<file path="src/rcb_pkg.sv">
// Package with widths and timing counts for the registered command buffer
package rcb_pkg;
	localparam int unsigned GATED_W = 22;
	localparam int unsigned CKE_W = 2;
	localparam int unsigned ODT_W = 2;
	localparam int unsigned CS_W = 4;
	localparam int unsigned FIFO_W = 23;
	localparam int unsigned FIFO_D = 16;
	localparam logic [1:0] ERR_HOLD_CYC = 2'h2;
	localparam logic [1:0] RST_QUIET_CYC = 2'h3;
	localparam logic [GATED_W-1:0] GATED_RST = 22'h000000;
	localparam logic [1:0] PAIR_RST = 2'h0;
endpackage

</file>
<file path="src/rcb_fifo.sv">
// Parameterised valid/ready FIFO
`timescale 1ns/100ps
module rcb_fifo #(
	parameter int unsigned W = 23,
	parameter int unsigned D = 16,
	parameter int unsigned AW = $clog2(D)
) (
	input wire logic i_clk,
	input wire logic i_nrst,
	input wire logic i_valid,
	output logic o_ready,
	input wire logic [W-1:0] i_data,
	output logic o_valid,
	input wire logic i_ready,
	output logic [W-1:0] o_data
);
	logic [W-1:0] mem [D];
	logic [AW-1:0] wr_ptr;
	logic [AW-1:0] rd_ptr;
	logic [AW:0] count;
	logic push;
	logic pop;

	// Handshakes on both sides
	assign push = i_valid && o_ready;
	assign pop = o_valid && i_ready;
	assign o_ready = (count != (AW+1)'(D));
	assign o_valid = (count != '0);
	assign o_data = mem[rd_ptr];

	// Storage write
	always_ff @(posedge i_clk) begin
		if (push) begin
			mem[wr_ptr] <= i_data;
		end
	end

	// Pointers and fill level
	always_ff @(posedge i_clk or negedge i_nrst) begin
		if (!i_nrst) begin
			wr_ptr <= '0;
			rd_ptr <= '0;
			count <= '0;
		end else begin
			if (push) begin
				wr_ptr <= (wr_ptr == AW'(D-1)) ? '0 : wr_ptr + 1'b1;
			end
			if (pop) begin
				rd_ptr <= (rd_ptr == AW'(D-1)) ? '0 : rd_ptr + 1'b1;
			end
			if (push && !pop) begin
				count <= count + 1'b1;
			end else if (pop && !push) begin
				count <= count - 1'b1;
			end
		end
	end
endmodule

</file>
<file path="src/rcb_buffer.sv">
// Registered 1:2 command buffer with chip-select gating and parity check
`timescale 1ns/100ps
module rcb_buffer (
	input wire logic i_clk,
	input wire logic i_nrst,
	input wire logic [rcb_pkg::GATED_W-1:0] i_gated_data_in,
	input wire logic i_chip_select_in0_n,
	input wire logic i_chip_select_in1_n,
	input wire logic i_chip_select_in2_n,
	input wire logic i_chip_select_in3_n,
	input wire logic i_select_gating_enable,
	input wire logic [rcb_pkg::CKE_W-1:0] i_clk_en_in,
	input wire logic [rcb_pkg::ODT_W-1:0] i_term_ctrl_in,
	input wire logic i_parity_bit_in,
	output logic [rcb_pkg::GATED_W-1:0] o_gated_data_out_a,
	output logic [rcb_pkg::GATED_W-1:0] o_gated_data_out_b,
	output logic [1:0] o_select_copy_out0_n,
	output logic [1:0] o_select_copy_out1_n,
	output logic [rcb_pkg::CKE_W-1:0] o_clk_en_out_a,
	output logic [rcb_pkg::CKE_W-1:0] o_clk_en_out_b,
	output logic [rcb_pkg::ODT_W-1:0] o_term_ctrl_out_a,
	output logic [rcb_pkg::ODT_W-1:0] o_term_ctrl_out_b,
	output logic o_parity_fault_n_out,
	output logic o_parity_fault_n_oe,
	output logic o_fifo_valid,
	input wire logic i_fifo_ready,
	output logic [rcb_pkg::FIFO_W-1:0] o_fifo_data,
	output logic o_fifo_in_stall
);
	logic any_sel;
	logic load_gated;
	logic [rcb_pkg::GATED_W-1:0] gated_q;
	logic par_data;
	logic par_valid;
	logic err_stage;
	logic [1:0] err_cnt;
	logic [1:0] quiet_cnt;
	logic next_err;
	logic fifo_ready_in;
	logic [rcb_pkg::FIFO_W-1:0] fifo_out_data;
	logic fifo_out_valid;

	// Select decode, all four selects take part
	assign any_sel = !(i_chip_select_in0_n && i_chip_select_in1_n
		&& i_chip_select_in2_n && i_chip_select_in3_n);
	assign load_gated = any_sel || !i_select_gating_enable;

	// Gated address and command register, two copies
	always_ff @(posedge i_clk or negedge i_nrst) begin
		if (!i_nrst) begin
			gated_q <= rcb_pkg::GATED_RST;
			o_gated_data_out_a <= rcb_pkg::GATED_RST;
			o_gated_data_out_b <= rcb_pkg::GATED_RST;
		end else if (load_gated) begin
			gated_q <= i_gated_data_in;
			o_gated_data_out_a <= i_gated_data_in;
			o_gated_data_out_b <= i_gated_data_in;
		end
	end

	// Ungated re-drive of selects 0 and 1, clock enables and termination
	always_ff @(posedge i_clk or negedge i_nrst) begin
		if (!i_nrst) begin
			o_select_copy_out0_n <= rcb_pkg::PAIR_RST;
			o_select_copy_out1_n <= rcb_pkg::PAIR_RST;
			o_clk_en_out_a <= '0;
			o_clk_en_out_b <= '0;
			o_term_ctrl_out_a <= '0;
			o_term_ctrl_out_b <= '0;
		end else begin
			o_select_copy_out0_n <= {2{i_chip_select_in0_n}};
			o_select_copy_out1_n <= {2{i_chip_select_in1_n}};
			o_clk_en_out_a <= i_clk_en_in;
			o_clk_en_out_b <= i_clk_en_in;
			o_term_ctrl_out_a <= i_term_ctrl_in;
			o_term_ctrl_out_b <= i_term_ctrl_in;
		end
	end

	// Parity of sampled data with select-valid flag, registered so it lines up with the late parity bit
	always_ff @(posedge i_clk or negedge i_nrst) begin
		if (!i_nrst) begin
			par_data <= 1'b0;
			par_valid <= 1'b0;
		end else begin
			par_data <= ^i_gated_data_in;
			par_valid <= any_sel;
		end
	end

	// Compare stage: data parity against the late parity bit
	assign next_err = par_valid && (par_data ^ i_parity_bit_in);

	// Error stage delays report one more cycle
	always_ff @(posedge i_clk or negedge i_nrst) begin
		if (!i_nrst) begin
			err_stage <= 1'b0;
		end else begin
			err_stage <= next_err;
		end
	end

	// Quiet window after reset release
	always_ff @(posedge i_clk or negedge i_nrst) begin
		if (!i_nrst) begin
			quiet_cnt <= rcb_pkg::RST_QUIET_CYC;
		end else if (quiet_cnt != 2'h0) begin
			quiet_cnt <= quiet_cnt - 2'h1;
		end
	end

	// Fault output hold counter and open-drain driver
	always_ff @(posedge i_clk or negedge i_nrst) begin
		if (!i_nrst) begin
			err_cnt <= 2'h0;
			o_parity_fault_n_oe <= 1'b0;
		end else if (err_cnt > 2'h1) begin
			err_cnt <= err_cnt - 2'h1;
		end else if (err_cnt == 2'h1 && !err_stage) begin
			err_cnt <= 2'h0;
			o_parity_fault_n_oe <= 1'b0;
		end else if (err_stage && quiet_cnt == 2'h0) begin
			err_cnt <= rcb_pkg::ERR_HOLD_CYC;
			o_parity_fault_n_oe <= 1'b1;
		end else if (err_cnt == 2'h1) begin
			err_cnt <= 2'h0;
			o_parity_fault_n_oe <= 1'b0;
		end
	end

	// Open drain only ever pulls low
	always_ff @(posedge i_clk or negedge i_nrst) begin
		if (!i_nrst) begin
			o_parity_fault_n_out <= 1'b0;
		end else begin
			o_parity_fault_n_out <= 1'b0;
		end
	end

	// Trace FIFO of re-driven gated words with their check result
	rcb_fifo #(
		.W(rcb_pkg::FIFO_W),
		.D(rcb_pkg::FIFO_D)
	) u_fifo (
		.i_clk(i_clk),
		.i_nrst(i_nrst),
		.i_valid(load_gated),
		.o_ready(fifo_ready_in),
		.i_data({next_err, gated_q}),
		.o_valid(fifo_out_valid),
		.i_ready(i_fifo_ready),
		.o_data(fifo_out_data)
	);

	// Registered FIFO outputs and stall flag
	always_ff @(posedge i_clk or negedge i_nrst) begin
		if (!i_nrst) begin
			o_fifo_valid <= 1'b0;
			o_fifo_data <= '0;
			o_fifo_in_stall <= 1'b0;
		end else begin
			o_fifo_valid <= fifo_out_valid && i_fifo_ready;
			o_fifo_data <= fifo_out_data;
			o_fifo_in_stall <= !fifo_ready_in;
		end
	end
endmodule

</file>
<file path="config.mk">
export PLATFORM = sky130hd
export DESIGN_NAME = rcb_buffer
export DESIGN_NICKNAME = d
export VERILOG_FILES = /design/src/rcb_pkg.sv /design/src/rcb_fifo.sv /design/src/rcb_buffer.sv
export SDC_FILE = /design/constraint.sdc
export NUM_CORES = 1
export LEC_CHECK = 0
export BUFFER_PORTS_ARGS = -buffer_cell sky130_fd_sc_hd__buf_2
export CAP_MARGIN = 40
export CORE_AREA = 5 5 215 217
export DETAILED_ROUTE_END_ITERATION = 16
export DIE_AREA = 0 0 220 222
export GPL_ROUTABILITY_DRIVEN = 0
export PLACE_DENSITY = 0.62
export SLEW_MARGIN = 20
export SYNTH_ARGS = -nofsm -noshare
export SYNTH_HDL_FRONTEND = slang
export SYNTH_SLANG_ARGS = --single-unit
</file>
<file path="constraint.sdc">
create_clock -name i_clk -period 3.4 [get_ports i_clk]
set_input_delay 0.34 -clock i_clk [delete_from_list [all_inputs] [get_ports i_clk]]
set_output_delay 0.34 -clock i_clk [all_outputs]
set_load 0.01 [all_outputs]
</file>
# Word level (Yosys, flattened, before mapping)
# Memory sizes are Yosys's and may differ from the RTL's. A register that Yosys moved wholly into a read port is not among the register bits.
# Cells that the tools add are included.
# totals
regBits,51
ramBits,368
out_inout_bits,83
mem_count,1
# classes
add_sub_neg,6
order_cmp,1
eq_ne,4
mux,13
n_bitwise,2
n_reduce_logical,26
# mem_list
name,depth,word_bits,rd,rd_clocked_by_memory_dff,wr,line_no,text
u_fifo.mem,16,23,1,1,1,rcb_fifo.sv:17,logic [W-1:0] mem [D];
# ops
op,n
$reduce_xor 22->1,1
$logic_and 1x1->1,10
$mux 5,2
$add 4x1->4 const B,2
$eq 4x4->1 const B,2
$mux 2,4
$mux 4,2
$logic_not 1->1,7
$add 5x1->5 const B,1
$mux 1,5
$ne 5x5->1 const B,1
$reduce_bool 5->1,1
$sub 5x1->5 const B,1
$reduce_bool 2->1,2
$reduce_bool 4->1,1
$sub 2x1->2 const B,2
$reduce_bool 3->1,1
$eq 2x1->1 const B,1
$gt 2x1->1 const B,1
$logic_not 2->1,1
$reduce_and 2->1,1
$logic_or 1x1->1,1
$not 1->1,1
$xor 1x1->1,1

# Longest topological paths before layout
# Gate-level depths: netlist of run 1.
# depth
word_depth,10
depth_mapped,12
depth_no_buf,11

# Modules after synthesis
# Synthesis of run 1 repeated with hierarchy kept, for this count alone.
# hier_totals
hier_cells,867
area_unflattened_um2,17210.3
# by_module_without_submodules
module,instances,cells_each,area_each_um2
rcb_fifo,1,711,14865.5
rcb_buffer,1,156,2344.7

# Worst setup path before layout of run 1
# Ideal clock, no wire load.
# synth_timing
kind,flip-flop to flip-flop
from,reg u_fifo.count[1]
to,reg u_fifo.count[4]
setup_ns,0.123
t_arrival_ns,2.490
setup_slack_ns,0.786
path_stages_with_launch,13
n_path_buf,1
cell_sequence,dfrtp_1 -> or4_4 -> nor2_4 -> a21oi_2 -> buf_6 -> ha_1 -> inv_1 -> ha_1 -> a21o_1 -> a21oi_1 -> xnor2_1 -> nor2_1 -> xnor2_1
# synth_between
elab_chain_cells,5
word_cells_on_any_way,13
classes_between,add/sub: 2; eq/ne: 1; mux: 2; reduce/logical: 8
# synth_rtl
item,line_no,text
"start, declared",rcb_fifo.sv:20,logic [AW:0] count;
"start signal, assigned",rcb_fifo.sv:52,count <= count + 1'b1;
"start signal, assigned",rcb_fifo.sv:54,count <= count - 1'b1;
$ne 5x5->1 *,rcb_fifo.sv:27,assign o_ready = (count != (AW+1)'(D));
$logic_and 1x1->1 *,rcb_fifo.sv:25,assign push = i_valid && o_ready;
net u_fifo.push,rcb_fifo.sv:21,logic push;
$logic_not 1->1,rcb_fifo.sv:53,end else if (pop && !push) begin
$logic_and 1x1->1,rcb_fifo.sv:53,
$reduce_bool 2->1 (no source line),n/a,
# Mark *: on every way through the listed nets, which the timed path passes. The rest lies on a longest branch. The select of a mux whose other input is x is not followed.
# A chain may end at the register's enable or synchronous reset.

# Worst setup path in the final report of run 1
# layout_timing
from,reg u_fifo.count[1]
to,reg u_fifo.count[4]
# layout_between
elab_chain_cells,5
word_cells_on_any_way,13
classes_between,add/sub: 2; eq/ne: 1; mux: 2; reduce/logical: 8
# layout_rtl
item
branches (longest 5 deep; another with $sub 5x1->5)
# Several ways; the timed one is not identified. The select of a mux whose other input is x is not followed.

==> results of run 1 <==
worst max-delay path, delay by kind of cell, from the launching register on:
| family | cells | cell delay (ns) |
|---|---|---|
| xor gates and xnor gates | 2 | 0.27 |
| buffers and inverters | 1 | 0.11 |
| DFF | 1 | 0.42 |
| AOI/OAI and AO/OA | 3 | 0.56 |
| and+or+nand+nor | 2 | 0.66 |
| adders and majority gates | 2 | 0.64 |
routing by layer:
| layer | up-vias | global-route usage (%) |
|---|---|---|
| met3 | 46 | 2.40 |
| li1 | 3943 | - |
| met2 | 260 | 24.3 |
| met1 | 4636 | 23.2 |
| met5 | - | 0 |
| met4 | 0 | 4.33 |
synth_stat cells:
library cell,instances
sky130_fd_sc_hd__nor2_1,5
sky130_fd_sc_hd__buf_2,15
sky130_fd_sc_hd__buf_6,10
sky130_fd_sc_hd__and3_1,5
sky130_fd_sc_hd__o21ai_0,53
sky130_fd_sc_hd__mux2i_1,70
sky130_fd_sc_hd__fa_1,1
sky130_fd_sc_hd__buf_8,2
sky130_fd_sc_hd__a21oi_2,1
sky130_fd_sc_hd__nor3b_1,1
sky130_fd_sc_hd__inv_2,1
sky130_fd_sc_hd__and2_1,10
sky130_fd_sc_hd__a21o_1,3
sky130_fd_sc_hd__nor2b_1,3
sky130_fd_sc_hd__a22o_1,1
sky130_fd_sc_hd__a311oi_1,1
sky130_fd_sc_hd__xnor2_1,25
sky130_fd_sc_hd__a22oi_1,23
sky130_fd_sc_hd__and3_4,1
sky130_fd_sc_hd__a221oi_1,20
sky130_fd_sc_hd__mux2_2,46
sky130_fd_sc_hd__nand3_1,3
sky130_fd_sc_hd__inv_1,12
sky130_fd_sc_hd__o31ai_1,1
sky130_fd_sc_hd__mux4_2,46
sky130_fd_sc_hd__dfstp_2,2
sky130_fd_sc_hd__dfrtp_1,72
sky130_fd_sc_hd__or4_4,1
sky130_fd_sc_hd__nor2_4,1
sky130_fd_sc_hd__a21oi_1,26
sky130_fd_sc_hd__a221oi_2,3
sky130_fd_sc_hd__xor2_1,5
sky130_fd_sc_hd__nand3b_1,2
sky130_fd_sc_hd__nand2_1,38
sky130_fd_sc_hd__ha_1,10
sky130_fd_sc_hd__edfxtp_1,368
sky130_fd_sc_hd__o21ai_4,1
sky130_fd_sc_hd__buf_4,31
sky130_fd_sc_hd__conb_1,1
sky130_fd_sc_hd__and4_1,1
sky130_fd_sc_hd__clkbuf_1,15
metrics by stage:
stage	instance area [um^2]	cells	total power [mW]	hold WS [ns]
CTS	20100	1709	17.5	0.00920
global route	20200	1711	18.2	0.0297
floorplan	17300	936	10.9	0.0444
finish	20200	1711	17.3	0.0374
global placement	18600	1616	12.5	0.438
detailed placement	18600	1616	12.5	0.451
power by group:
part / leakage, nW / internal (mW) / switching, mW
logic: 2.24 / 1.99 / 2.86
clock network: 0.741 / 2.92 / 2.03
registers: 4.20 / 7.04 / 0.465
total: 7.18 / 11.9 / 5.36
area by class of cell:
type | count | area, um^2
Fill cell | 3769 | 23800
Sequential cell | 442 | 12900
Multi-Input combinational cell | 408 | 3900
Clock buffer | 60 | 1300
Timing Repair Buffer | 170 | 1070
Tap cell | 592 | 741
Clock inverter | 26 | 204
Inverter | 13 | 48.8
cells by family (layout without fill, tap and decap cells):
family,after synthesis,after routing,synth area share (%)
DFF,442,442,74.4
muxes,162,162,13.0
AOI/OAI and AO/OA,133,133,4.96
buffers and inverters,86,269,3.20
and+or+nand+nor,71,71,2.04
xor gates and xnor gates,30,30,1.52
adders and majority gates,11,11,0.837
other,1,1,0.0216
placed cells by master, fill, tap and decap left out, types with 38 or more instances in the layout:
cell | synthesis | final
sky130_fd_sc_hd__edfxtp_1 | 368 | 368
sky130_fd_sc_hd__buf_2 | 15 | 115
sky130_fd_sc_hd__mux2i_1 | 70 | 70
sky130_fd_sc_hd__dfrtp_1 | 72 | 70
sky130_fd_sc_hd__o21ai_0 | 53 | 53
sky130_fd_sc_hd__clkbuf_16 | 0 | 49
sky130_fd_sc_hd__mux4_2 | 46 | 46
sky130_fd_sc_hd__mux2_2 | 46 | 46
sky130_fd_sc_hd__buf_4 | 31 | 43
sky130_fd_sc_hd__nand2_1 | 38 | 38
registers in the layout (all words and copies together) (netlist names), 2 cells and up:
| name | count |
|---|---|
| err_cnt | 2 |
| gated_q | 22 |
| o_clk_en_out_b | 2 |
| o_fifo_data | 23 |
| o_term_ctrl_out_b | 2 |
| quiet_cnt | 2 |
| u_fifo.count | 5 |
| u_fifo.mem | 368 |
| u_fifo.rd_ptr | 4 |
| u_fifo.wr_ptr | 4 |
worst max-delay path by stage:
stage                      endpoint  cells past startpoint  slack, ns       startpoint
floorplan           u_fifo.count[4]                     12       0.79  u_fifo.count[1]
detailed placement  u_fifo.count[4]                     10       0.63  u_fifo.count[0]
finish              u_fifo.count[4]                     10       0.63  u_fifo.count[1]
global route        u_fifo.count[4]                     10       0.51  u_fifo.count[1]
global placement    u_fifo.count[4]                     10       0.69  u_fifo.count[1]
CTS                 u_fifo.count[4]                     10       0.61  u_fifo.count[1]
==> flow_metrics.tcl, run 1 <==
set metrics [dict create \
    outcome "complete, no violations" \
    layout-area-overhead-vs-synth_pct 16.3 \
    power_density_nw_per_um2 858 \
    ys_seq_area_share_pct 74.4 \
    synth.lib_cells_used.distinct 41 \
    worst_ep_arrival_time_ns 3.21 \
    synthDominantAreaCellType "sky130_fd_sc_hd__edfxtp_1" \
    critical_path.cell_chain "or4_4, o21ai_4, ha_1, inv_1, fa_1, a21o_1, a21oi_1, xnor2_1, nor2_1, xnor2_1" \
    slowest_stage "sky130_fd_sc_hd__or4_4" \
    ctsLongestPathBuffers 3 \
    die_w_um 220 \
    leakagePower_nw 7.18 \
    effective_utilization_at_floorplan_pct 39.5 \
    clock_tree.root_cell "sky130_fd_sc_hd__clkbuf_16" \
    synth.net_count 982 \
    syn_inst 936 \
    worst_hold_path_type "input port to register" \
    final_util_pct 45.9 \
    design.die.area_um2 48800 \
    timing.hold.worst_path_depth 2 \
    total_clock_sinks 442 \
    clkSlewWorstSetupHoldPaths_ns 0.06 \
    detailroute.wirelength.met3_mm 2.11 \
    antenna_found_initial 0 \
    post_synth_main_area_contributors "sky130_fd_sc_hd__edfxtp_1 64%, sky130_fd_sc_hd__dfrtp_1 10%, sky130_fd_sc_hd__mux4_2 6.0%" \
    hold_ep "gated_q[1]" \
    cap_violations 0 \
    fin_tns_setup_ns 0 \
    route.vias.total 8885 \
    finalHoldViolations 0 \
    buffer_ports.inserted 116 \
    hpwl_mm 22.9 \
    maxUsedRoutingLayer "met4" \
    critPathMaxStageDelay_ns 0.59 \
    post-route-min-period_ns 2.77 \
    max_freq_ghz 0.361 \
    cts_tree "done" \
    number_of_cells_upsized_or_downsized_after_cts 0 \
    sum_of_routed_wire_segments_on_met1_mm 17.6 \
    routed_wire_length_per_instance_um 22.4 \
    routed_met2_length_mm 17.9 \
    first_pass_grt_wire_length_mm 57.8 \
    critPathKind "register to register" \
    regToRegSetupSlack_ns 0.63 \
    post_cts.repair.setup_buffers 0 \
    antenna_cells_inserted 0 \
    clk-insertion-delay-late_ns 0.56 \
    placement_rows 77 \
    synth-seq-cells 442 \
    rr_worst_depth 10 \
    setup_repair_after_global_routing_missed_its_margin "no" \
    worstSetupEndpointType "register" \
    slew_headroom_pct 45.8 \
    drcViolationCount 0 \
    drt_pre_antenna_iters 5 \
    ios 118 \
    die_height_um 222 \
    cts_hold_repair_buffers 7 \
    report.final.setup_viol 0 \
    worst-slew-pin-transition_ns 0.807 \
    ant_nets 0 \
    worst_setup_slack_after_placement_ns 0.628 \
    drt_iter0_drc 672 \
    count_of_final_max_slew_check_failures 0 \
    cp_data_required_time_ns 3.84 \
    post_syn_area_per_cell_um2 18.5 \
    syn_area_um2 17300 \
    track_usage_pct 15.7 \
    worst_hold_path_startpoint "i_gated_data_in[1]" \
    yosysTopAreaCellShare_pct 63.7 \
    critical_path.startpoint_type "register" \
    cpMostUsedCell "sky130_fd_sc_hd__xnor2_1" \
    synth_warnings 0 \
    setup_slack_after_layout_ns 0.626 \
    finalCritPeriodShare_pct 81.6 \
    grt_start_max_net_pins 59 \
    cts_buffer_count 47 \
    design.core.area_um2 43900 \
    cts.htree.levels 2 \
    route.final.wire_length_mm 38.4 \
    finish.net_count 1128 \
    viasPerCell 5.19 \
    crit_fanout 5 \
    r2r_start "u_fifo.count[1]" \
    worst_setup_skew_after_layout_ns 0.00975 \
    vdd_drop_max_mv 0.478 \
    drive_above_1_share_pct 30.7 \
    number_of_global_route_vias_before_repair 9230 \
    grt_remaining_overflow 0 \
    crit-reg2reg-capture "u_fifo.count[4]" \
]
Note: power is estimated with default switching activity, not from simulation.
==> run 2: changes to the inputs <==
--- a/config.mk
+++ b/config.mk
@@ -5,13 +5,14 @@
 export SDC_FILE = /design/constraint.sdc
 export NUM_CORES = 1
 export LEC_CHECK = 0
+export ABC_AREA = 1
 export BUFFER_PORTS_ARGS = -buffer_cell sky130_fd_sc_hd__buf_2
 export CAP_MARGIN = 40
-export CORE_AREA = 5 5 215 217
+export CORE_AREA = 5 5 218 220
 export DETAILED_ROUTE_END_ITERATION = 16
-export DIE_AREA = 0 0 220 222
+export DIE_AREA = 0 0 223 225
 export GPL_ROUTABILITY_DRIVEN = 0
-export PLACE_DENSITY = 0.62
+export PLACE_DENSITY = 0.64
 export SLEW_MARGIN = 20
 export SYNTH_ARGS = -nofsm -noshare
 export SYNTH_HDL_FRONTEND = slang
==> constraint.sdc (replaced) <==
create_clock -name i_clk -period 2.29 [get_ports i_clk]
set_input_delay 0.229 -clock i_clk [delete_from_list [all_inputs] [get_ports i_clk]]
set_output_delay 0.229 -clock i_clk [all_outputs]
set_load 0.01 [all_outputs]
==> run 2 against run 1 <==
Effect of this change:
- fmax grew 26%
- global-route usage rose by 1.3 points
- cell area up 5.5%
- combinational power increased by 70%
- sequential power increased by 46%
- clock skew is 0.0047 ns higher
- critical path depth rose by 2
==> flow_metrics.tcl, run 2 <==
set metrics [dict create \
    route.final.wire_length_mm 43.3 \
    first_pass_grt_wire_length_mm 66.7 \
    critPathKind "register to register" \
    die_w_um 223 \
    cap_violations 0 \
    mostFrequentLayoutCell "sky130_fd_sc_hd__edfxtp_1" \
    report.final.setup_viol 0 \
    count_of_final_max_slew_check_failures 0 \
    n_fill_cell 3967 \
    worst_ep_arrival_time_ns 2.69 \
    routed_wire_length_per_instance_um 19.0 \
    finalHoldViolations 0 \
    cts_buffer_count 46 \
    synthDominantAreaCellType "sky130_fd_sc_hd__edfxtp_1" \
    synth.lib_cells_used.distinct 29 \
    finish.net_count 1686 \
    drcViolationCount 0 \
    cts_tree "done" \
    async_reset_ff_share_pct 16.7 \
    setup_repair_after_global_routing_missed_its_margin "yes" \
    yosysTopAreaCellShare_pct 61.7 \
    ctsLongestPathBuffers 3 \
    synth-edff-count 368 \
    slew_headroom_pct 48.6 \
    drt_iter0_drc 960 \
    synth-main-ff-cell "sky130_fd_sc_hd__edfxtp_1" \
    finalCritPeriodShare_pct 96.2 \
    grt_remaining_overflow 0 \
    power_density_nw_per_um2 1220 \
    buffer_ports.inserted 116 \
    track_usage_pct 16.9 \
    effective_utilization_at_floorplan_pct 39.7 \
    worst_setup_skew_after_layout_ns 0.0145 \
    clock_tree.root_cell "sky130_fd_sc_hd__clkbuf_16" \
    layout-area-overhead-vs-synth_pct 18.8 \
    ios 118 \
    die_height_um 225 \
    outcome "complete, no violations" \
    synth.net_count 1515 \
    ant_nets 0 \
    worst_setup_slack_after_placement_ns -0.0312 \
    antenna_cells_inserted 0 \
    antenna_found_initial 0 \
    number_of_global_route_vias_before_repair 11600 \
    syn_inst 1469 \
    placement_rows 78 \
    design.die.area_um2 50200 \
    synth.most_common_cell "sky130_fd_sc_hd__edfxtp_1" \
    largest_registers "u_fifo.mem: 368 flops, o_fifo_data: 23 flops, gated_q: 22 flops" \
    worst_hold_path_type "input port to register" \
    registers.top_by_ff_count "u_fifo.mem" \
    route.vias.total 11500 \
    setup_slack_after_layout_ns 0.0872 \
    clk-insertion-delay-late_ns 0.57 \
    post_synth_most_frequent_cells "368 x sky130_fd_sc_hd__edfxtp_1, 307 x sky130_fd_sc_hd__nand2_1, 128 x sky130_fd_sc_hd__nor2_1" \
    drive_above_1_share_pct 18.1 \
    total_clock_sinks 442 \
    grt_start_max_net_pins 104 \
    leakagePower_nw 8.13 \
    synth_warnings 0 \
    syn_area_um2 17900 \
    synth-seq-cells 442 \
    post_synth_main_area_contributors "sky130_fd_sc_hd__edfxtp_1 62%, sky130_fd_sc_hd__dfrtp_1 10%, sky130_fd_sc_hd__nand2_1 6.4%" \
    worstSetupEndpointType "register" \
    vdd_drop_max_mv 0.594 \
    post-route-min-period_ns 2.20 \
    design.core.area_um2 45100 \
    post_syn_area_per_cell_um2 12.2 \
    max_freq_ghz 0.454 \
    cp_data_required_time_ns 2.78 \
    totalPowerFinal_mw 26.1 \
    critical_path.startpoint_type "register" \
    drt_pre_antenna_iters 6 \
    crit_fanout 4 \
    largest_register_ffs 368 \
    viasPerCell 5.06 \
    cts.htree.levels 2 \
    worst-slew-pin-transition_ns 0.771 \
    clkSlewWorstSetupHoldPaths_ns 0.06 \
    hpwl_mm 26.3 \
    ys_seq_area_share_pct 72.1 \
    most-common-layout-cells "368 x sky130_fd_sc_hd__edfxtp_1, 303 x sky130_fd_sc_hd__nand2_1, 123 x sky130_fd_sc_hd__inv_1" \
]
## run 2: path summary, 6_finish.rpt
| kind | startpoint | to | slack, ns | cells after the start |
|---|---|---|---|---|
| setup / recovery | u_fifo.count[3] | u_fifo.count[4] | 0.09 | 12 |
| hold / removal | i_fifo_ready | o_fifo_valid | 0.07 | 3 |
| setup reg to reg | u_fifo.count[3] | u_fifo.count[4] | 0.09 | 12 |
| hold reg to reg | err_cnt[0] | err_cnt[0] | 0.42 | 1 |
| max in group asynchronous | i_nrst | gated_q[6] | 1.48 | 4 |
| min in group asynchronous | i_nrst | o_fifo_data[21] | 0.10 | 2 |
## run 2: per-stage QoR
stage / instances / TNS, ns / area, um^2 / utilization (%) / hold WS [ns]
floorplan: 1469 / -16.16 / 17900 / - / -0.0666
global placement: 2157 / 0 / 19500 / 43.2 / 0.336
detailed placement: 2157 / -0.0312 / 19500 / 43.2 / 0.339
CTS: 2274 / 0 / 21200 / 47.0 / 0.0321
global route: 2278 / -0.0296 / 21300 / 47.2 / 0.0750
finish: 2278 / 0 / 21300 / 47.2 / 0.0660
## run 2: cells by family (layout without fill, tap and decap cells)
group                    Yosys count  after routing  share of synthesized area [%]
AND/OR/NAND/NOR                  500            500                           11.0
XOR/XNOR                          14             14                          0.685
flip-flops                       442            442                           72.1
buffers and inverters            230            439                           5.92
adder cells (fa/ha/maj)           11             11                          0.810
AO/OA/AOI/OAI                    261            261                           8.92
multiplexers                      10             10                          0.629
other                              1              1                         0.0209
## run 2: report_power, final
part	leakage (nW)	internal (mW)	switching [mW]	total [mW]
sequential	4.20	10.4	0.561	11.0
clock	0.673	3.78	3.05	6.83
combinational	3.25	2.73	5.50	8.23
total	8.13	16.9	9.11	26.1
## run 2: repair_timing
item                                    CTS  global route
resized for setup                         2            15
hold endpoints to repair                 71             0
endpoints found under the setup margin    2             2
pin swaps                                 1            10
hold buffers                             31             0
buffers inserted                          0             3
## run 2: layout make-up
class                      count  area, um^2  area share [%]
sequential                   442       12900            60.7
clock buffer                  59        1220            5.73
inverter                     129         487            2.29
clock inverter                27         150           0.706
tap                          600         751            3.53
timing repair buffer         224        1710            8.03
multi-input combinational    797        4050            19.0
## run 2: critical path, stage by stage, from the launching register on
cell and delay [ns]:
sky130_fd_sc_hd__dfrtp_2 0.44, sky130_fd_sc_hd__nor4_4 0.29, sky130_fd_sc_hd__nand2_1 0.09, sky130_fd_sc_hd__nand2_2 0.10, sky130_fd_sc_hd__ha_4 0.16, sky130_fd_sc_hd__inv_4 0.05, sky130_fd_sc_hd__fa_2 0.37, sky130_fd_sc_hd__nand2_2 0.10
sky130_fd_sc_hd__nand2_2 0.05, sky130_fd_sc_hd__a21oi_2 0.14, sky130_fd_sc_hd__xor2_1 0.17, sky130_fd_sc_hd__nand2_1 0.07, sky130_fd_sc_hd__o21ai_1 0.08
## run 2: layer usage
layer | GRT usage, % | share of wire (%) | wire [um] | up-vias
met5 | 0 | 0 | 0 | -
met4 | 4.66 | 2.5 | 1060 | 0
met3 | 3.11 | 6.2 | 2690 | 75
met2 | 28.5 | 49 | 21000 | 354
met1 | 22.7 | 43 | 18500 | 5648
li1 | - | - | - | 5446
==> run 3: changes to the inputs <==
--- a/config.mk
+++ b/config.mk
@@ -8,12 +8,14 @@
 export ABC_AREA = 1
 export BUFFER_PORTS_ARGS = -buffer_cell sky130_fd_sc_hd__buf_2
 export CAP_MARGIN = 40
-export CORE_AREA = 5 5 218 220
+export CORE_AREA = 5 5 227 229
 export DETAILED_ROUTE_END_ITERATION = 16
-export DIE_AREA = 0 0 223 225
+export DIE_AREA = 0 0 232 234
 export GPL_ROUTABILITY_DRIVEN = 0
+export HOLD_SLACK_MARGIN = 0.12
 export PLACE_DENSITY = 0.64
 export SLEW_MARGIN = 20
 export SYNTH_ARGS = -nofsm -noshare
 export SYNTH_HDL_FRONTEND = slang
+export SYNTH_HIERARCHICAL = 1
 export SYNTH_SLANG_ARGS = --single-unit
==> run 3 against run 2 <==
Effect of this change:
- hold slack better by 0.11 ns
- wire length is 4.7% higher
- clock skew up 0.00053 ns
- area after synthesis increased by 8.8%
- sequential cell count is the same
- power is 3.9% higher
- die area grew 8.2%
- register-to-register slack gained 0.02 ns
- largest power group unchanged
==> flow_metrics.tcl, run 3 <==
set metrics [dict create \
    switchingPower_mw 9.71 \
    internal_power_mw 17.4 \
    worst_ep_arrival_time_ns 2.61 \
    synth.lib_cells_used.distinct 29 \
    layout-area-overhead-vs-synth_pct 16.5 \
    finalHoldViolations 0 \
    ios 118 \
    outcome "complete, no violations" \
    synth_warnings 6 \
    multiInputGateArea_um2 4490 \
    clk-insertion-delay-late_ns 0.54 \
    post_synth_main_area_contributors "sky130_fd_sc_hd__edfxtp_1 57%, sky130_fd_sc_hd__nand2_1 13%, sky130_fd_sc_hd__dfrtp_1 9.2%" \
    synthDominantAreaCellType "sky130_fd_sc_hd__edfxtp_1" \
    slew_headroom_pct 49.8 \
    routed_wire_length_per_instance_um 16.2 \
    post_synth_most_frequent_cells "667 x sky130_fd_sc_hd__nand2_1, 368 x sky130_fd_sc_hd__edfxtp_1, 368 x sky130_fd_sc_hd__inv_1" \
    most-common-layout-cells "666 x sky130_fd_sc_hd__nand2_1, 368 x sky130_fd_sc_hd__edfxtp_1, 366 x sky130_fd_sc_hd__inv_1" \
    report.final.setup_viol 0 \
    synth-edff-count 368 \
    post_syn_area_per_cell_um2 9.99 \
    drive_above_1_share_pct 13.9 \
    yosysTopAreaCellShare_pct 56.7 \
    die_height_um 234 \
    count_of_final_max_slew_check_failures 0 \
    synth.net_count 1996 \
    grt_start_max_net_pins 98 \
    synth-main-ff-cell "sky130_fd_sc_hd__edfxtp_1" \
    cp_top_family "simple AND/OR/NAND/NOR gates" \
    critPathMaxStageDelay_ns 0.44 \
    number_of_global_route_vias_before_repair 13100 \
    setup_slack_after_layout_ns 0.110 \
    largest_registers "u_fifo/mem: 368 flops, o_fifo_data: 23 flops, gated_q: 22 flops" \
    critical_path.cell_chain "nor2_2, nand4_1, nand2_2, inv_2, ha_1, inv_2, ha_1, or2_2, nand3_1, nand2_1, nand2_1, nand2_1" \
    finish.net_count 2143 \
    clock_power_share_pct 25.2 \
    storage_element_area_um2 12900 \
    crit_fanout 4 \
    drt_iter0_drc 1178 \
    effective_utilization_at_floorplan_pct 39.4 \
    design.core.area_um2 49500 \
    hpwl_mm 27.6 \
    post_cts.repair.setup_buffers 0 \
    viasPerCell 4.69 \
    async_reset_ff_share_pct 16.7 \
    track_usage_pct 16.7 \
    worstSetupEndpointType "register" \
    cts.htree.levels 2 \
    worst_hold_path_type "input port to register" \
    syn_inst 1950 \
    drt_pre_antenna_iters 5 \
    worst_setup_slack_after_placement_ns 0.0567 \
    ant_nets 0 \
    die_w_um 232 \
    buffer_ports.inserted 116 \
    clock_tree.root_cell "sky130_fd_sc_hd__clkbuf_16" \
    totalPowerFinal_mw 27.1 \
    grt_remaining_overflow 0 \
    max_freq_ghz 0.459 \
    crit_buf_inv 2 \
    design.die.area_um2 54300 \
    n_fill_cell 4635 \
    slowest_stage "sky130_fd_sc_hd__dfrtp_2" \
    total_clock_sinks 442 \
    first_pass_grt_wire_length_mm 71.7 \
    placement_rows 82 \
    worst_setup_skew_after_layout_ns 0.0150 \
    vdd_drop_max_mv 0.872 \
    cap_violations 0 \
    critical_path.startpoint_type "register" \
    drcViolationCount 0 \
    finalCritPeriodShare_pct 95.2 \
    critPathKind "register to register" \
    route.vias.total 13100 \
    setup_repair_after_global_routing_missed_its_margin "no" \
    leakagePower_nw 10.4 \
    synth.most_common_cell "sky130_fd_sc_hd__nand2_1" \
    cts_buffer_count 43 \
    route.final.wire_length_mm 45.4 \
    cp_data_required_time_ns 2.72 \
    cpMostUsedCell "sky130_fd_sc_hd__nand2_1" \
    registers.top_by_ff_count "u_fifo/mem" \
    hold-worst-slack_ns 0.179 \
    antenna_found_initial 0 \
    ctsLongestPathBuffers 3 \
    power_density_nw_per_um2 1190 \
    syn_area_um2 19500 \
    worst-slew-pin-transition_ns 0.752 \
    cts_tree "done" \
    ys_seq_area_share_pct 66.2 \
    clkSlewWorstSetupHoldPaths_ns 0.06 \
    mostFrequentLayoutCell "sky130_fd_sc_hd__nand2_1" \
    netSwitchingFraction_pct 35.9 \
    antenna_cells_inserted 0 \
    reg_power_share_pct 40.8 \
    synth-seq-cells 442 \
    combPwrFrac_pct 33.9 \
    largest_register_ffs 368 \
    post-route-min-period_ns 2.18 \
]
-- run 3: final timing paths --
path,start,to,slack (ns),cells past startpoint
worst max-delay path,u_fifo/count[1],u_fifo/count[4],0.11,12
worst min-delay path,i_parity_bit_in,err_stage,0.18,5
worst max register to register,u_fifo/count[1],u_fifo/count[4],0.11,12
worst min register to register,err_cnt[0],err_cnt[0],0.42,1
max in group asynchronous,i_nrst,gated_q[5],1.47,3
min in group asynchronous,i_nrst,o_parity_fault_n_oe,0.19,2
-- run 3: final cells by class --
class,count,area share (%)
Multi-Input combinational cell,1016,19.8
Inverter,387,6.41
Clock inverter,17,0.463
Clock buffer,62,5.60
Timing Repair Buffer,207,7.15
Sequential cell,442,56.9
Tap cell,672,3.70
-- run 3: metal layers --
layer | vias to the layer above | GRT usage, % | wire length, um
li1 | 6383 | - | -
met1 | 6327 | 22.0 | 19600
met2 | 372 | 29.5 | 22600
met3 | 58 | 2.22 | 2220
met4 | 0 | 4.38 | 952
met5 | - | 0 | 0
-- run 3: power groups by stage --
stage                     registers, mW  logic, mW  clock network [mW]
final                              11.1       9.19                6.84
after global routing               11.2       10.3                7.34
after CTS                          11.1       9.26                6.99
after detailed placement           11.2       9.16                   0
after global placement             11.2       9.05                   0
after floorplan                    11.2       6.01                   0
-- run 3: kinds of logic after synthesis --
family,share of synthesized area (%)
other,0.0192
AOI/OAI and AO/OA,0.597
muxes,0.655
and+or+nand+nor,20.2
buffers and inverters,11.0
adders and majority gates,0.745
xor gates and xnor gates,0.629
DFF,66.2
-- run 3: worst register-to-register path, delay by kind of cell (launching register included) --
kind                       cells  cell delay (ns)
adders and majority gates      2             0.49
buffers and inverters          2             0.15
DFF                            1             0.44
and+or+nand+nor                8             1.00
-- run 3: through the flow --
step / instances / cell area, um^2 / setup TNS, ns / utilization [%]
2_1_floorplan: 1950 / 19500 / -59.66 / -
3_3_place_gp: 2692 / 21000 / 0 / 42.5
3_5_place_dp: 2692 / 21000 / 0 / 42.5
4_1_cts: 2803 / 22700 / 0 / 45.9
5_1_grt: 2803 / 22700 / 0 / 45.9
6_report: 2803 / 22700 / 0 / 45.9
-- run 3: repair_timing --
action	CTS	global route
hold endpoints to repair	104	0
gates resized for setup	0	4
hold buffers	32	0
endpoints found under the setup margin	0	2
